## config.mk

```make
export PLATFORM = sky130hd
export DESIGN_NAME = cct_core
export DESIGN_NICKNAME = d
export VERILOG_FILES = /design/src/rtl/cct_pkg.sv /design/src/rtl/cct_sync.sv /design/src/rtl/cct_tick.sv /design/src/rtl/cct_core.sv
export SDC_FILE = /design/constraint.sdc
export NUM_CORES = 1
export LEC_CHECK = 0
export BUFFER_PORTS_ARGS = -buffer_cell sky130_fd_sc_hd__buf_2
export CAP_MARGIN = 20
export CORE_AREA = 2 2 207 107
export DETAILED_ROUTE_END_ITERATION = 7
export DIE_AREA = 0 0 209 109
export PLACE_DENSITY_LB_ADDON = 0.25
export SKIP_CTS_REPAIR_TIMING = 1
export SLEW_MARGIN = 15
export SYNTH_ARGS = -nofsm -noshare
export SYNTH_HDL_FRONTEND = slang
export SYNTH_SLANG_ARGS = --single-unit
export TNS_END_PERCENT = 20
```

## constraint.sdc

```tcl
create_clock -name mclk -period 3.85 [get_ports mclk]
set_input_delay 0 -clock mclk [delete_from_list [all_inputs] [get_ports mclk]]
set_output_delay 0 -clock mclk [all_outputs]
set_load 0.01 [all_outputs]
```

## src/rtl/cct_pkg.sv

```systemverilog
// package of constants and types for the charge-cycle status timer
package cct_pkg;

  // charge algorithm as decoded from the three-state mode input
  typedef enum logic [1:0] {
    CCT_ALG_CCCV,
    CCT_ALG_LEAD,
    CCT_ALG_CC
  } cct_alg_t;

  // charge-cycle phases
  typedef enum logic [2:0] {
    CCT_ST_IDLE,
    CCT_ST_PRECOND,
    CCT_ST_BULK,
    CCT_ST_ABSORB,
    CCT_ST_FLOAT,
    CCT_ST_DONE
  } cct_state_t;

  // mode input pin codes
  localparam logic [1:0] CCT_MODE_GND  = 2'h0;
  localparam logic [1:0] CCT_MODE_OPEN = 2'h1;
  localparam logic [1:0] CCT_MODE_VCC  = 2'h2;

  // clock rate and timer pacing
  localparam int          CCT_CLK_MHZ     = 200;
  localparam int          CCT_TICK_NS     = 1000;
  localparam int          CCT_TICK_CYC    = (CCT_TICK_NS * CCT_CLK_MHZ) / 1000;
  localparam int          CCT_TICK_W      = 8;
  localparam int          CCT_TMR_W       = 32;
  // default end-of-cycle count in ticks, shortened in simulation
  localparam int          CCT_EOC_TICKS   = 10800;
  // bad-battery tap sits at one eighth of the end-of-cycle count
  localparam int          CCT_TAP_SHIFT   = 3;

  // register map (classic wishbone, 32-bit words)
  localparam logic [7:0]  CCT_ADR_CTRL    = 8'h00;
  localparam logic [7:0]  CCT_ADR_STATUS  = 8'h04;
  localparam logic [7:0]  CCT_ADR_TIMER   = 8'h08;
  localparam logic [7:0]  CCT_ADR_EOC     = 8'h0c;

  // control fields
  localparam int          CCT_CTRL_SHUTDOWN_INPUT   = 0;
  localparam int          CCT_CTRL_W      = 1;
  localparam logic [CCT_CTRL_W-1:0] CCT_CTRL_RST = 1'h1;

  // status fields
  localparam int          CCT_ST_F_STATE  = 0;
  localparam int          CCT_ST_F_ALG    = 4;
  localparam int          CCT_ST_F_BAD    = 8;
  localparam int          CCT_ST_F_STATUS_LINE_ONE  = 9;
  localparam int          CCT_ST_F_STATUS_LINE_TWO  = 10;
  localparam int          CCT_ST_F_TIMED  = 11;

endpackage

```

## src/rtl/cct_sync.sv

```systemverilog
// two-flop synchroniser for one asynchronous level
`timescale 1ns/1ps
module cct_sync (
  input  wire logic mclk,
  input  wire logic resetn,
  input  wire logic d,
  output logic      q
);
  logic meta_q; // first stage, read only by the second

  // plain two-stage capture
  always_ff @(posedge mclk) begin
    if (!resetn) begin
      meta_q <= 1'b0;
      q      <= 1'b0;
    end else begin
      meta_q <= d;
      q      <= meta_q;
    end
  end
endmodule

```

## src/rtl/cct_tick.sv

```systemverilog
// divider making a one-cycle tick enable for the charge timer
`timescale 1ns/1ps
module cct_tick
  import cct_pkg::*;
(
  input  wire logic mclk,
  input  wire logic resetn,
  output logic      tick
);
  localparam logic [CCT_TICK_W-1:0] LAST = CCT_TICK_W'(CCT_TICK_CYC - 1);

  logic [CCT_TICK_W-1:0] cnt_q; // cycles within one tick period

  // free-running divider, one pulse per period
  always_ff @(posedge mclk) begin
    if (!resetn) begin
      cnt_q <= '0;
      tick  <= 1'b0;
    end else begin
      tick  <= (cnt_q == LAST);
      cnt_q <= (cnt_q == LAST) ? '0 : cnt_q + 1'b1;
    end
  end
endmodule

```

## src/rtl/cct_core.sv

```systemverilog
// charge-cycle sequencer, status lines, timer and wishbone registers
//
// Notes on behaviour
// - termination grounds the soft-start pin
// - bad-battery or thermistor fault grounds soft-start
// - cc/cv: line one on above c/10, thermistor fault
// - cc/cv: line two on for faults only
// - cc/cv: line one off terminated or below c/10
// - cc-only: line one whole cycle; two thermistor
// - lead-acid: line one on bulk and absorption
// - lead-acid: line two on bulk and float
// - on means low; cc-only never off-on pattern
// - timer pin grounded selects c/10 termination
// - c/10 mode cc/cv ends below one tenth
// - lead-acid absorption goes float below c/10
// - c/10 mode cc-only never terminates
// - no bad-battery check in c/10 mode
// - timer starts at cc to cv transition
// - timed cc/cv: keep charging, terminate at expiry
// - lead-acid timer expiry forces float
// - cc-only terminated until power or shutdown cycled
// - precondition past one eighth: bad battery
// - bad battery holds until feedback recovers
// - thermistor fault halts charging, holds timer
//
// Implementation choices: the address map and the Wishbone slave port.
`timescale 1ns/1ps
module cct_core
  import cct_pkg::*;
#(
  parameter int EOC_TICKS = CCT_EOC_TICKS
) (
  input  wire logic        mclk,
  input  wire logic        resetn,
  // wishbone classic slave
  input  wire logic        wb_cyc_i,
  input  wire logic        wb_stb_i,
  input  wire logic        wb_we_i,
  input  wire logic [7:0]  wb_adr_i,
  input  wire logic [3:0]  wb_sel_i,
  input  wire logic [31:0] wb_dat_i,
  output logic      [31:0] wb_dat_o,
  output logic             wb_ack_o,
  // analog comparator levels, asynchronous
  input  wire logic [1:0]  charge_mode_pin,
  input  wire logic        timer_pin_grounded,
  input  wire logic        shutdown_input,
  input  wire logic        battery_thermistor_input,
  input  wire logic        feedback_below_precond,
  input  wire logic        current_above_c10,
  input  wire logic        voltage_loop_active,
  // open-drain pins: output always low, enable low means driving
  output logic             current_limit_softstart_pin_o,
  output logic             current_limit_softstart_pin_oe_n,
  output logic             status_line_one_o,
  output logic             status_line_one_oe_n,
  output logic             status_line_two_o,
  output logic             status_line_two_oe_n,
  // charger power stage controls
  output logic             charge_enable,
  output logic             battery_connect
);

  localparam logic [CCT_TMR_W-1:0] EOC = CCT_TMR_W'(EOC_TICKS);
  localparam logic [CCT_TMR_W-1:0] TAP = EOC >> CCT_TAP_SHIFT;

  // ---- synchronised pin levels ----
  logic [1:0] mode_s;    // mode pin code
  logic       tgnd_s;    // timer pin shorted
  logic       shutdown_input_s;    // shutdown pin
  logic       ntc_s;     // thermistor fault level
  logic       pre_s;     // feedback below precondition level
  logic       c10_s;     // current above one tenth
  logic       cv_s;      // voltage loop in control
  logic       tick;      // timer pacing enable

  logic [7:0] raw;
  logic [7:0] syn;
  assign raw = {charge_mode_pin, timer_pin_grounded, shutdown_input,
                battery_thermistor_input, feedback_below_precond,
                current_above_c10, voltage_loop_active};
  assign {mode_s, tgnd_s, shutdown_input_s, ntc_s, pre_s, c10_s, cv_s} = syn;

  // one synchroniser per asynchronous level
  for (genvar i = 0; i < 8; i++) begin : g_sync
    cct_sync u_sync (
      .mclk   (mclk),
      .resetn (resetn),
      .d      (raw[i]),
      .q      (syn[i])
    );
  end

  cct_tick u_tick (
    .mclk   (mclk),
    .resetn (resetn),
    .tick   (tick)
  );

  // ---- whole state of the block ----
  typedef struct packed {
    cct_state_t             st;      // charge phase
    cct_alg_t               alg;     // latched algorithm
    logic                   timed;   // latched timer termination
    logic [CCT_TMR_W-1:0]   tmr;     // end-of-cycle count
    logic                   trun;    // timer started
    logic [CCT_TMR_W-1:0]   ptmr;    // precondition watch count
    logic                   bad;     // bad-battery fault
    logic                   s1;      // status one on
    logic                   s2;      // status two on
    logic                   ss_gnd;  // soft-start grounded
    logic                   chg;     // charging enabled
    logic                   conn;    // battery connected
    logic [CCT_CTRL_W-1:0]  ctrl;    // software shutdown bit
    logic                   ack;     // bus acknowledge
    logic [31:0]            rdat;    // bus read data
  } cct_core_t;

  cct_core_t s_q;
  cct_core_t s_d;

  // decoded mode pin, open and unknown codes mean cc-only
  function automatic cct_alg_t decode_mode(input logic [1:0] m);
    cct_alg_t a;
    a = CCT_ALG_CC;
    if (m == CCT_MODE_GND) begin
      a = CCT_ALG_CCCV;
    end else if (m == CCT_MODE_VCC) begin
      a = CCT_ALG_LEAD;
    end
    return a;
  endfunction

  logic off;      // hardware or software shutdown
  logic halt;     // fault halts charging
  logic expire;   // timer reached end of cycle
  logic req;      // bus request this cycle
  logic [31:0] rd_mux;

  assign off    = shutdown_input_s | s_q.ctrl[CCT_CTRL_SHUTDOWN_INPUT];
  assign expire = s_q.timed && s_q.trun && (s_q.tmr >= EOC);
  assign halt   = ntc_s | s_q.bad;
  assign req    = wb_cyc_i & wb_stb_i & ~s_q.ack;

  // read multiplexer, unmapped offsets read zero
  always_comb begin
    rd_mux = '0;
    unique case (wb_adr_i)
      CCT_ADR_CTRL:   rd_mux[CCT_CTRL_W-1:0] = s_q.ctrl;
      CCT_ADR_STATUS: begin
        rd_mux[CCT_ST_F_STATE +: 3] = s_q.st;
        rd_mux[CCT_ST_F_ALG +: 2]   = s_q.alg;
        rd_mux[CCT_ST_F_BAD]        = s_q.bad;
        rd_mux[CCT_ST_F_STATUS_LINE_ONE]      = s_q.s1;
        rd_mux[CCT_ST_F_STATUS_LINE_TWO]      = s_q.s2;
        rd_mux[CCT_ST_F_TIMED]      = s_q.timed;
      end
      CCT_ADR_TIMER:  rd_mux = s_q.tmr;
      CCT_ADR_EOC:    rd_mux = EOC;
      default:        rd_mux = '0;
    endcase
  end

  // next-state logic
  always_comb begin
    s_d     = s_q;
    s_d.ack = req;
    if (req) begin
      s_d.rdat = rd_mux;
    end
    // software shutdown bit, byte lane zero
    if (req && wb_we_i && wb_sel_i[0] && wb_adr_i == CCT_ADR_CTRL) begin
      s_d.ctrl = wb_dat_i[CCT_CTRL_W-1:0];
    end

    // bad battery clears once feedback recovers
    if (s_q.bad && !pre_s) begin
      s_d.bad = 1'b0;
    end

    // precondition watch: counts ticks below threshold
    if (s_q.st == CCT_ST_PRECOND && tick && !ntc_s) begin
      s_d.ptmr = s_q.ptmr + 1'b1;
    end
    // only timed cc/cv and lead-acid watch for bad battery
    if (s_q.timed && s_q.alg != CCT_ALG_CC &&
        s_q.st == CCT_ST_PRECOND && s_q.ptmr >= TAP) begin
      s_d.bad = 1'b1;
    end

    // timer runs on ticks, held during thermistor faults
    if (s_q.trun && tick && !ntc_s && !expire) begin
      s_d.tmr = s_q.tmr + 1'b1;
    end

    unique case (s_q.st)
      CCT_ST_IDLE: begin
        // latch configuration at cycle start
        s_d.alg   = decode_mode(mode_s);
        s_d.timed = !tgnd_s;
        s_d.tmr   = '0;
        s_d.ptmr  = '0;
        s_d.trun  = 1'b0;
        if (!off) begin
          s_d.st = pre_s ? CCT_ST_PRECOND : CCT_ST_BULK;
        end
      end
      CCT_ST_PRECOND: begin
        if (!pre_s) begin
          s_d.st = CCT_ST_BULK;
        end
      end
      CCT_ST_BULK: begin
        if (pre_s) begin
          s_d.st = CCT_ST_PRECOND;
        end else if (cv_s && !ntc_s) begin
          s_d.st   = CCT_ST_ABSORB;
          s_d.trun = s_q.timed;
        end
      end
      CCT_ST_ABSORB: begin
        if (pre_s) begin
          s_d.st = CCT_ST_PRECOND;
        end else if (s_q.alg == CCT_ALG_LEAD) begin
          if (!c10_s || expire) begin
            s_d.st   = CCT_ST_FLOAT;
            s_d.trun = 1'b0;
          end
        end else if (s_q.timed) begin
          if (expire) begin
            s_d.st = CCT_ST_DONE;
          end
        end else if (s_q.alg == CCT_ALG_CCCV && !c10_s) begin
          s_d.st = CCT_ST_DONE;
        end
        // untimed cc-only stays here for ever
      end
      CCT_ST_FLOAT: begin
        s_d.st = CCT_ST_FLOAT;
      end
      CCT_ST_DONE: begin
        // only a shutdown cycle restarts a finished cycle
        s_d.st = CCT_ST_DONE;
      end
    endcase

    // shutdown resets the cycle from any phase
    if (off) begin
      s_d.st   = CCT_ST_IDLE;
      s_d.bad  = 1'b0;
      s_d.trun = 1'b0;
    end

    // soft-start grounded when not charging or faulted
    s_d.ss_gnd = (s_d.st == CCT_ST_IDLE) ||
                 (s_d.st == CCT_ST_DONE) || ntc_s || s_d.bad;

    s_d.chg  = (s_d.st != CCT_ST_IDLE) &&
               (s_d.st != CCT_ST_DONE) && !ntc_s && !s_d.bad;
    s_d.conn = (s_d.st != CCT_ST_DONE);

    // status encoding per algorithm
    s_d.s1 = 1'b0;
    s_d.s2 = 1'b0;
    if (s_d.st != CCT_ST_IDLE) begin
      unique case (s_d.alg)
        CCT_ALG_CCCV: begin
          s_d.s1 = ntc_s || (!s_d.bad &&
                   s_d.st != CCT_ST_DONE && c10_s);
          s_d.s2 = ntc_s || s_d.bad;
        end
        CCT_ALG_CC: begin
          s_d.s1 = ntc_s || s_d.st != CCT_ST_DONE;
          s_d.s2 = ntc_s && s_d.s1;
        end
        CCT_ALG_LEAD: begin
          if (!ntc_s && !s_d.bad) begin
            s_d.s1 = s_d.st != CCT_ST_FLOAT;
            s_d.s2 = s_d.st != CCT_ST_ABSORB;
          end
        end
        default: begin
          s_d.s1 = 1'b0;
          s_d.s2 = 1'b0;
        end
      endcase
    end
  end

  // single state register
  always_ff @(posedge mclk) begin
    if (!resetn) begin
      s_q       <= '0;
      s_q.st    <= CCT_ST_IDLE;
      s_q.alg   <= CCT_ALG_CCCV;
      s_q.ss_gnd <= 1'b1;
      s_q.ctrl  <= CCT_CTRL_RST;
    end else begin
      s_q <= s_d;
    end
  end

  // pins: on means driven low, enable active low
  assign current_limit_softstart_pin_o    = 1'b0;
  assign current_limit_softstart_pin_oe_n = ~s_q.ss_gnd;
  assign status_line_one_o                = 1'b0;
  assign status_line_one_oe_n             = ~s_q.s1;
  assign status_line_two_o                = 1'b0;
  assign status_line_two_oe_n             = ~s_q.s2;
  assign charge_enable                    = s_q.chg;
  assign battery_connect                  = s_q.conn;
  assign wb_ack_o                         = s_q.ack;
  assign wb_dat_o                         = s_q.rdat;

endmodule

```

## Yosys cells after proc, flatten, opt, wreduce, memory -nomap -nowiden

Index checks and enable logic that the tools add are counted.

| word-level totals | value |
|---|---|
| bits in registers | 136 |
| bits of input ports | 57 |
| output and inout bits | 41 |
| word-level logic and storage cells | 152 |

| operators by class | value |
|---|---|
| add/sub/neg operators | 3 |
| magnitude comparators | 2 |
| eq/ne operators | 23 |
| multiplexer cells | 34 |
| bitwise gates (word level) | 8 |
| reduce and logical (&&, ||, !) cells | 49 |

Operators with widths:

| kind | count |
|---|---|
| $add 32x1->32 const B | 2 |
| $pmux 20 s2 | 1 |
| $mux 35 | 1 |
| $ge 32x11->1 const B | 1 |
| $ge 32x14->1 const B | 1 |
| $mux 32 | 1 |
| $mux 3 | 10 |
| $logic_and 1x1->1 | 23 |
| $pmux 3 s6 | 1 |
| $eq 8x4->1 const B | 2 |
| $ne 2x2->1 const B | 6 |
| $pmux 2 s3 | 2 |
| $pmux 4 s3 | 1 |
| $mux 2 | 5 |
| $eq 3x3->1 const B | 3 |
| $mux 1 | 9 |
| $add 8x1->8 const B | 1 |
| $eq 8x3->1 const B | 1 |
| $eq 8x8->1 const B | 1 |
| $logic_not 8->1 | 1 |
| $logic_or 1x1->1 | 7 |
| $eq 3x2->1 const B | 2 |
| $logic_not 1->1 | 6 |
| $logic_not 2->1 | 3 |
| other kinds (15) | 28 |

## Longest topological paths before layout

Gate-level depths: netlist of run 1.

| depth | value |
|---|---|
| word-level depth | 13 |
| gate-level depth with buffers | 9 |
| mapped depth without buffers | 8 |

## Cells and area by module

A second synthesis of run 1 with hierarchy kept.

| second synthesis, totals | value |
|---|---|
| cell total of the unflattened synthesis | 730 |
| area total of the unflattened synthesis | 6268.5 um^2 |

Modules (own cells, without submodules):

| module | times used | cells each | area an instance (um^2) | seq. area each (um^2) |
|---|---|---|---|---|
| cct_core | 1 | 658 | 5479.0 | 2222.1 |
| cct_sync | 8 | 4 | 52.6 | 40.0 |
| cct_tick | 1 | 40 | 369.1 | 180.2 |

## Worst setup path after synthesis of run 1

No wires, ideal clock.

| path | value |
|---|---|
| path kind | reg2reg |
| from | register s_q[79] (netlist name) |
| to | register s_q[101] (netlist name) |
| library setup time | 0.071 ns |
| data arrival time | 1.930 ns |
| required time | 3.779 ns |
| setup slack | 1.849 ns |
| stages on the path, launching flop included | 8 |
| path through | dfxtp_1 > nor4_2 > a211oi_1 > o31a_1 > buf_6 > nand4b_4 > or4_1 > a21oi_1 |

| between the ends | value |
|---|---|
| longest elaborated chain between the ends | 4 |

Ends and longest elaborated chain:

| what | line | text |
|---|---|---|
| start, declared | cct_core.sv:119 | `cct_core_t s_q;` |
| $ge 32x14->1 | cct_core.sv:141 | `assign expire = s_q.timed && s_q.trun && (s_q.tmr >= EOC);` |
| $logic_and 1x1->1 | cct_core.sv:141 |  |
| $logic_not 1->1 | cct_core.sv:192 | `if (s_q.trun && tick && !ntc_s && !expire) begin` |
| $logic_and 1x1->1 | cct_core.sv:192 |  |

Parallel ways exist; a longest one is shown, timed or not.
A chain may end at the register's enable or synchronous reset.

## Final worst setup path of run 1

| path | value |
|---|---|
| from | register s_q, in the netlist wb_ack_o |
| to | register s_q[33] (netlist name) |

| between the ends | value |
|---|---|
| longest elaborated chain between the ends | 5 |

Ends and longest elaborated chain:

| what | line | text |
|---|---|---|
| $not 1->1 | cct_core.sv:143 | `assign req = wb_cyc_i & wb_stb_i & ~s_q.ack;` |
| $and 1x1->1 | cct_core.sv:143 |  |
| $logic_and 1x1->1 (3 in a row) | cct_core.sv:172 | `if (req && wb_we_i && wb_sel_i[0] && wb_adr_i == CCT_ADR_CTRL) begin` |

Every way passes these cells.

==> summary by stage, run 1 <==
Drt
For this block, the routed nets add up to 15600 µm of wire. The ratio of routed vias to standard cells is about 4.8. The detailed router finished its first iteration with 378 violations. The DRC violations left is 0. The vias after detailed routing is 5045. The length of the first detailed-routing pass in iterations is 6.

The average wire length per cell after detail routing is 14.7 µm. The detail route stage leaves a number of antenna-violating nets equal to 0.

Floorplan
The overall die area is between 20000 and 25000 µm². The top-level port count is 98. The core region is 21200 µm². From bottom edge to top edge, the die measures approximately 110 µm. The total number of placement rows is 38. The width of the chip is between 200 and 250 µm.

The initial utilization of the core area, before any placement, comes to 29.2%.

Logic synthesis
The fraction of registers with async set or reset after synthesis is 0%. For this run, the leading register cell type out of synthesis is dfxtp_1. The number of synthesized flops with an enable pin is 0. Sorting the synthesized cells by area gives the leading types as dfxtp_1, nor2_1, xnor2_1, buf_4, a22oi_1. After synthesis, the mean cell area works out to about 8.4 µm². The library cell with the largest summed area after synthesis is dfxtp_1.

After synthesis, the largest area contributor takes up 44.0% of total cell area. The number of warnings reported in the yosys synthesis log is 0. After synthesis, the most frequently instantiated cells are dfxtp_1, nor2_1, xnor2_1.

The dominant cell by count in the synthesized netlist is dfxtp_1. The count of state elements after synthesis is between 100 and 150. The share of the yosys chip area belonging to registers is 44.0%. The cell area that synthesis handed to floorplanning was 6190 µm².

Synthesis produced about 730 cells. The number of distinct library cells after synthesis is 47.

Power and ir drop
The internal power consumption is ~2.4 mW. Dividing total power by cell area gives a power density of 430 nW/µm². Summed over all cells, the static leakage comes to 2.49 nW. The post-layout total power is 3.09 mW. The part of the power in registers is 46.3%.

The reported net switching power is 0.738 mW. In this run switching power makes up 23.9% of total power. IR analysis of the VDD net gives a maximum drop of 262 µV. The fraction of power consumed by the clock network is 51.3%. The combinational cell fraction of total power is 2.4%.

Hold path
The startpoint identified for the worst hold timing path is resetn. In this run the worst hold path is classified as input pin to register.

Global routing
The total global routing track utilization is 14.3%. After global routing the overflow that remains totals 0. The maximum number of pins on one net before global-route repair is 38. The first global-routing pass estimated 25200 µm of wire. The number of global-route vias before repair is 4463.

The initial antenna violation count is 0.

Cells and area
The layout has 2190 filler cells. The share of the core filled with cells is 33.9%. In the final layout, the multi-input gates occupy ~3000 µm².

The growth of design area from synthesis to finish is 16.1%. The net count of the finished layout is 827. The sequential standard cell area is 2720 µm². The post-route netlist has 13.8% of its cells at a drive strength greater than 1.

The final standard cell area without fillers is 7180 µm². 0 antenna diodes ended up in the layout.

Critical path
In this run the critical register-to-register path is launched from wb_ack_o. The startpoint-to-endpoint class of the critical path is register to register. The worst setup path is launched from a register. The required time at the worst-slack endpoint is 4.15 ns.

The most critical setup path has its startpoint at wb_ack_o. STA classifies the critical path endpoint as a register. The data arrival at the endpoint of the critical path is 3.26 ns. In this run the worst path has a maximum fanout of 21.

Clocking
TritonCTS built the clock tree. The tree is rooted in a clkbuf_16. The total clock buffers created by CTS is 17. Clock latency on the worst-skew pair, taken at its later pin, is 0.42 ns. The H-tree depth is 4. Clock-pin slew was measured on the worst setup and hold paths at ~0.060 ns. CTS saw 136 sinks. The number of buffers on the longest clock path is 2.

Placed design
The post-placement cell area is 6500 µm². The half-perimeter wire length after placement is roughly 11000 µm. Port buffering added 60 buffers. The final estimated routing congestion in global placement is 0.817.

STA
The number of pins exceeding their max-slew limit in the final report is 0. The final-report hold violation count came to 0. The worst path uses 76.9% of the clock period.

The final setup violation count is 0. Setup repair after global routing left no endpoint under its margin. The routed design could run at a clock period as short as about 3.0 ns.

For the pin with the worst max-slew slack, the measured transition is 0.887 ns. Static timing analysis puts the maximum clock frequency at ~0.34 GHz. For the final routed database, the setup TNS stands at 0 ns. The worst relative slew slack is roughly two fifths.

The clock arrives with 0.00986 ns of skew.

Flow run
Across the run, the number of max-cap violations was 0.

Run status
The run finished with clean final reports.
==> final cells by class <==
| cell class | count | area share [%] |
|---|---|---|
| inverters | 24 | 1.25 |
| multi-input cells | 508 | 41.6 |
| clock inverters | 15 | 1.95 |
| repair buffers | 78 | 6.45 |
| clock buffers | 17 | 5.92 |
| well taps | 280 | 4.88 |
| flip-flops and latches | 136 | 37.9 |
==> power groups by stage <==
stage                     clock network [mW]  registers (mW)  logic, mW
after floorplan                            0            1.46     0.0439
after global placement                     0            1.46     0.0664
after detailed placement                   0            1.46     0.0663
after CTS                               1.63            1.43     0.0669
after global routing                    1.69            1.43     0.0837
final                                   1.59            1.43     0.0736
==> final timing paths <==
| kind | end | slack [ns] | cells after the start |
|---|---|---|---|
| hold reg to reg | s_q[105] | 0.41 | 1 |
| hold / removal | s_q[109] | 0.07 | 3 |
| setup / recovery | s_q[33] | 0.89 | 7 |
| setup reg to reg | s_q[33] | 0.89 | 7 |
==> sequential cells by signal (all words and copies together), names as in the netlist <==
name / flops
s_q: 76
g_sync.u_sync.q: 8
g_sync.u_sync.meta_q: 8
charge_enable: 1
wb_dat_o: 32
battery_connect: 1
wb_ack_o: 1
u_tick.cnt_q: 8
u_tick.tick: 1
==> layout by cell type (no fill, tap or decap), types with 3 or more instances in the layout <==
cell type      synthesis  routed
o21ai_0               19      19
nor3_1                39      39
clkbuf_16              0      17
and3_1                11      11
nor3b_1                7       7
clkinvlp_4             0       3
nand2_1               34      33
xor2_1                 9       9
buf_2                  4      60
nor4_1                18      18
a211oi_1               5       5
nor2b_1                8       8
xnor2_1               42      42
and2_1                23      23
or3_1                 16      16
dlygate4sd3_1          0      11
nand3_1               23      23
a21oi_1               37      37
nor4b_1                4       4
and4_1                 4       4
ha_1                   5       5
inv_1                 24      23
a22oi_1               28      28
conb_1                 1       3
nand4_1               19      19
inv_6                  0       6
nor2_1               117     117
mux2i_1                4       4
clkinv_2               0       3
buf_4                 35       7
o31ai_1                6       6
dfxtp_1              136     136
or4_1                  5       5
==> routing by layer <==
layer  wire, µm  vias up  track usage (%)
li1           -     2600                -
met1       9250     2312             23.5
met2       5260      127             16.8
met3       1010        6             4.52
met4         72        0             3.06
met5          0        -                0
==> metrics by stage <==
stage	std cells	hold slack (ns)	setup WS, ns
4_1_cts	1047	-0.234	1.25
6_report	1058	0.0690	0.889
2_1_floorplan	735	0.125	1.85
5_1_grt	1058	0.0841	0.633
3_5_place_dp	1015	0.212	1.27
3_3_place_gp	1015	0.214	1.21
==> critical path, cell delays in order (launching register included) <==
cell and delay [ns]:
dfxtp_1 0.30, nand3b_1 0.58, nor2_1 0.46, nand4_1 0.16, mux2i_1 0.16, dlygate4sd3_1 0.56, nand2_1 0.05, dlygate4sd3_1 0.57
==> cell families after synthesis <==
logic type      count (synthesis)  share of synthesized area [%]
simple gates                  340                           28.5
flops                         136                           44.0
compound gates                105                           10.7
buf+inv                        91                           7.85
xor+xnor                       51                           7.22
fa+ha+maj                       5                           1.01
mux                             4                          0.647
other cells                     1                         0.0606
Note: power is estimated with default switching activity, not from simulation.
==> inputs of run 2 (changes only) <==
==> constraint.sdc (replaced) <==
create_clock -name mclk -period 2.4 [get_ports mclk]
set_input_delay 0 -clock mclk [delete_from_list [all_inputs] [get_ports mclk]]
set_output_delay 0 -clock mclk [all_outputs]
set_load 0.01 [all_outputs]
==> summary by stage, run 2 (synthesis gave the netlist of run 1 again) <==
Run status
Result of the run: complete, no violations (unchanged).

Floorplan
The top-level port count came to 98 (unchanged). The height of the chip is 109 µm (unchanged). The overall die area came to 22800 µm² (unchanged). The width of the chip is 209 µm (unchanged). The area of the core region is 21200 µm² (unchanged).

The total number of placement rows came to 38 (unchanged). The initial standard-cell utilization of the core came to 29.2% (unchanged).

Clocking
The H-tree depth was 4 (unchanged). The clock latency on the worst-skew pair is 0.43 ns (was 0.42 ns). The TritonCTS sink count is 136 (unchanged). The number of buffers on the longest clock path came to 2 (unchanged).

The buffer type at the clock tree root was clkbuf_16 (unchanged). The TritonCTS clock tree is built (unchanged). The total clock buffers created by CTS is 17 (unchanged). The clock input transition at the sequential cells of the worst setup and hold paths is 0.07 ns (was 0.06 ns).

Hold path
The capture endpoint of the worst hold path is wb_dat_o[0] (was s_q[109]). The type of the worst min-delay path is input pin to register (unchanged). The hold-critical path depth was 5 (was 3). The worst hold path startpoint is wb_stb_i (was resetn).

Flow run
The count of max-cap constraint violations is 0 (unchanged).

Global routing
The global-route wire length before repair is 26400 µm (was 25200 µm). The number of global-route vias before repair is 4706 (was 4463). The total global routing track utilization is 15.0% (was 14.3%).

The maximum number of pins on one net before global-route repair is 65 (was 38). The overall overflow remaining after global route is 0 (unchanged). The initial antenna violation count came to 0 (unchanged).

Placed design
The final estimated routing congestion in global placement is 0.808 (was 0.817). The number of buffer cells added on primary ports is 60 (unchanged). The half-perimeter wire length after placement is 11500 µm (was 10800 µm). The total instance count after detailed placement came to 1071 (was 1015).

STA
The worst hold slack came to 0.101 ns (was 0.0690 ns). The final setup violation count was 0 (unchanged). The portion of the clock cycle consumed by the worst path in the final layout was 93.3% (was 76.9%). Setup repair after global routing missed its margin: false (unchanged). The worst setup skew after layout was 0.00980 ns (was 0.00986 ns). The summed negative setup slack over all endpoints is 0 ns (unchanged). The number of pins exceeding their max-slew limit in the final report is 0 (unchanged). The achievable clock frequency came to 0.446 GHz (was 0.338 GHz). The slew at the pin with the worst max-slew slack came to 0.622 ns (was 0.887 ns). The final critical delay including setup and external delays was 2.24 ns (was 2.96 ns). The final-report hold violation count came to 0 (unchanged). The worst relative slew slack was 58.5% (was 40.7%).

Cells and area
The growth of design area from synthesis to finish is 23.4% (was 16.1%). The register with the highest flop count is s_q (unchanged). The final-layout fill cell count is 2148 (was 2190).

The flip-flop count of the largest register, all copies and words added is 76 (unchanged). Commonest cells after routing, fill and taps aside: dfxtp_1, nor2_1, buf_4 (was dfxtp_1, nor2_1, buf_2). The most common library cell in the layout ignoring fill and taps was dfxtp_1 (unchanged).

The share of the core filled with cells is 36.1% (was 33.9%). The total inserted antenna cells is 0 (unchanged). The net count reported at finish is 883 (was 827). The share of post-route cells with drive strength above 1 is 19.8% (was 13.8%). The non-filler instance count after layout was 1114 (was 1058).

Critical path
The slack of the worst reg-to-reg path is 0.16 ns (was 0.89 ns). The startpoint kind of the worst setup timing path was a register (unchanged). The number of cells on the worst reg-to-reg path came to 5 (was 7). The worst reg2reg path endpoint is s_q[102] (was s_q[33]). The startpoint of the lowest-slack register-to-register path is s_q[84] (was wb_ack_o). The required time at the worst-slack endpoint is 2.76 ns (was 4.15 ns). The maximum fanout along the worst path came to 8 (was 21). The startpoint-to-endpoint class of the critical path is register to register (unchanged). The element type at the critical path end is a register (unchanged).

The data arrival at the endpoint of the critical path is 2.60 ns (was 3.26 ns).

Drt
The DRC violations left came to 0 (unchanged). The length of the first detailed-routing pass in iterations came to 5 (was 6). The number of nets with antenna violations after routing was 0 (unchanged).

The total wire length after detailed routing is 16200 µm (was 15600 µm). The ratio of routed vias to standard cells is 4.74 (was 4.77). The vias after detailed routing is 5278 (was 5045). The detailed router's first-iteration violation count is 462 (was 378).

The average wire length per cell after detail routing came to 14.6 µm (was 14.7 µm).

Power and ir drop
The maximum vdd drop is 383 µV (was 262 µV). The leakage component of the power is 2.81 nW (was 2.49 nW). The power per unit of standard cell area is 654 nW/µm² (was 430 nW/µm²).
-- run 2: changes by cell type in the layout (fill, tap and decap cells not counted), moves of 2 or more --
| cell | previous run | this run |
|---|---|---|
| clkinvlp_4 | 3 | 1 |
| buf_4 | 7 | 62 |
| inv_8 | 1 | 6 |
| clkinv_2 | 3 | 0 |
-- run 2: worst max-delay path: stages (launching register included) --
cell and delay [ns]:
dfxtp_1 0.45, nand4_1 0.29, nor4_2 0.36, nand4_1 0.36
or4_1 0.57, a21oi_1 0.14
-- run 2: layout make-up --
cell class	instances	area, µm²	share of cell area [%]
clock buffers	17	425	5.57
repair buffers	134	896	11.7
clock inverters	15	153	2.00
flip-flops and latches	136	2720	35.6
well taps	280	350	4.59
inverters	24	90.1	1.18
multi-input cells	508	3000	39.3
-- run 2: metrics by stage --
| step | instance area (µm²) | total power, mW | worst slack [ns] |
|---|---|---|---|
| after global routing | 7640 | 5.19 | 0.00329 |
| final | 7640 | 5.00 | 0.160 |
| after floorplan | 6190 | 2.41 | 0.399 |
| after global placement | 6940 | 2.45 | 0.194 |
| after CTS | 7520 | 5.06 | 0.156 |
| after detailed placement | 6940 | 2.45 | 0.175 |
-- run 2: where the power goes --
part           switching (mW)  internal (mW)
registers              0.0143           2.28
clock network            1.19           1.39
logic                  0.0711         0.0515
total                    1.28           3.72
-- run 2: worst max-delay path by stage --
stage,startpoint,end,slack (ns),cells after the start
5_1_grt,s_q[96],s_q[94],0.003,7
3_5_place_dp,s_q[87],s_q[102],0.18,8
4_1_cts,s_q[41],s_q[37],0.16,8
3_3_place_gp,s_q[40],s_q[37],0.19,9
6_report,s_q[84],s_q[102],0.16,5
2_1_floorplan,s_q[79],s_q[101],0.40,7
-- run 2: routing by layer --
layer	GRT usage (%)	share of wire, %
met5	0	0
met1	25.3	62
met4	2.91	0.27
met2	17.1	34
met3	4.29	4.6
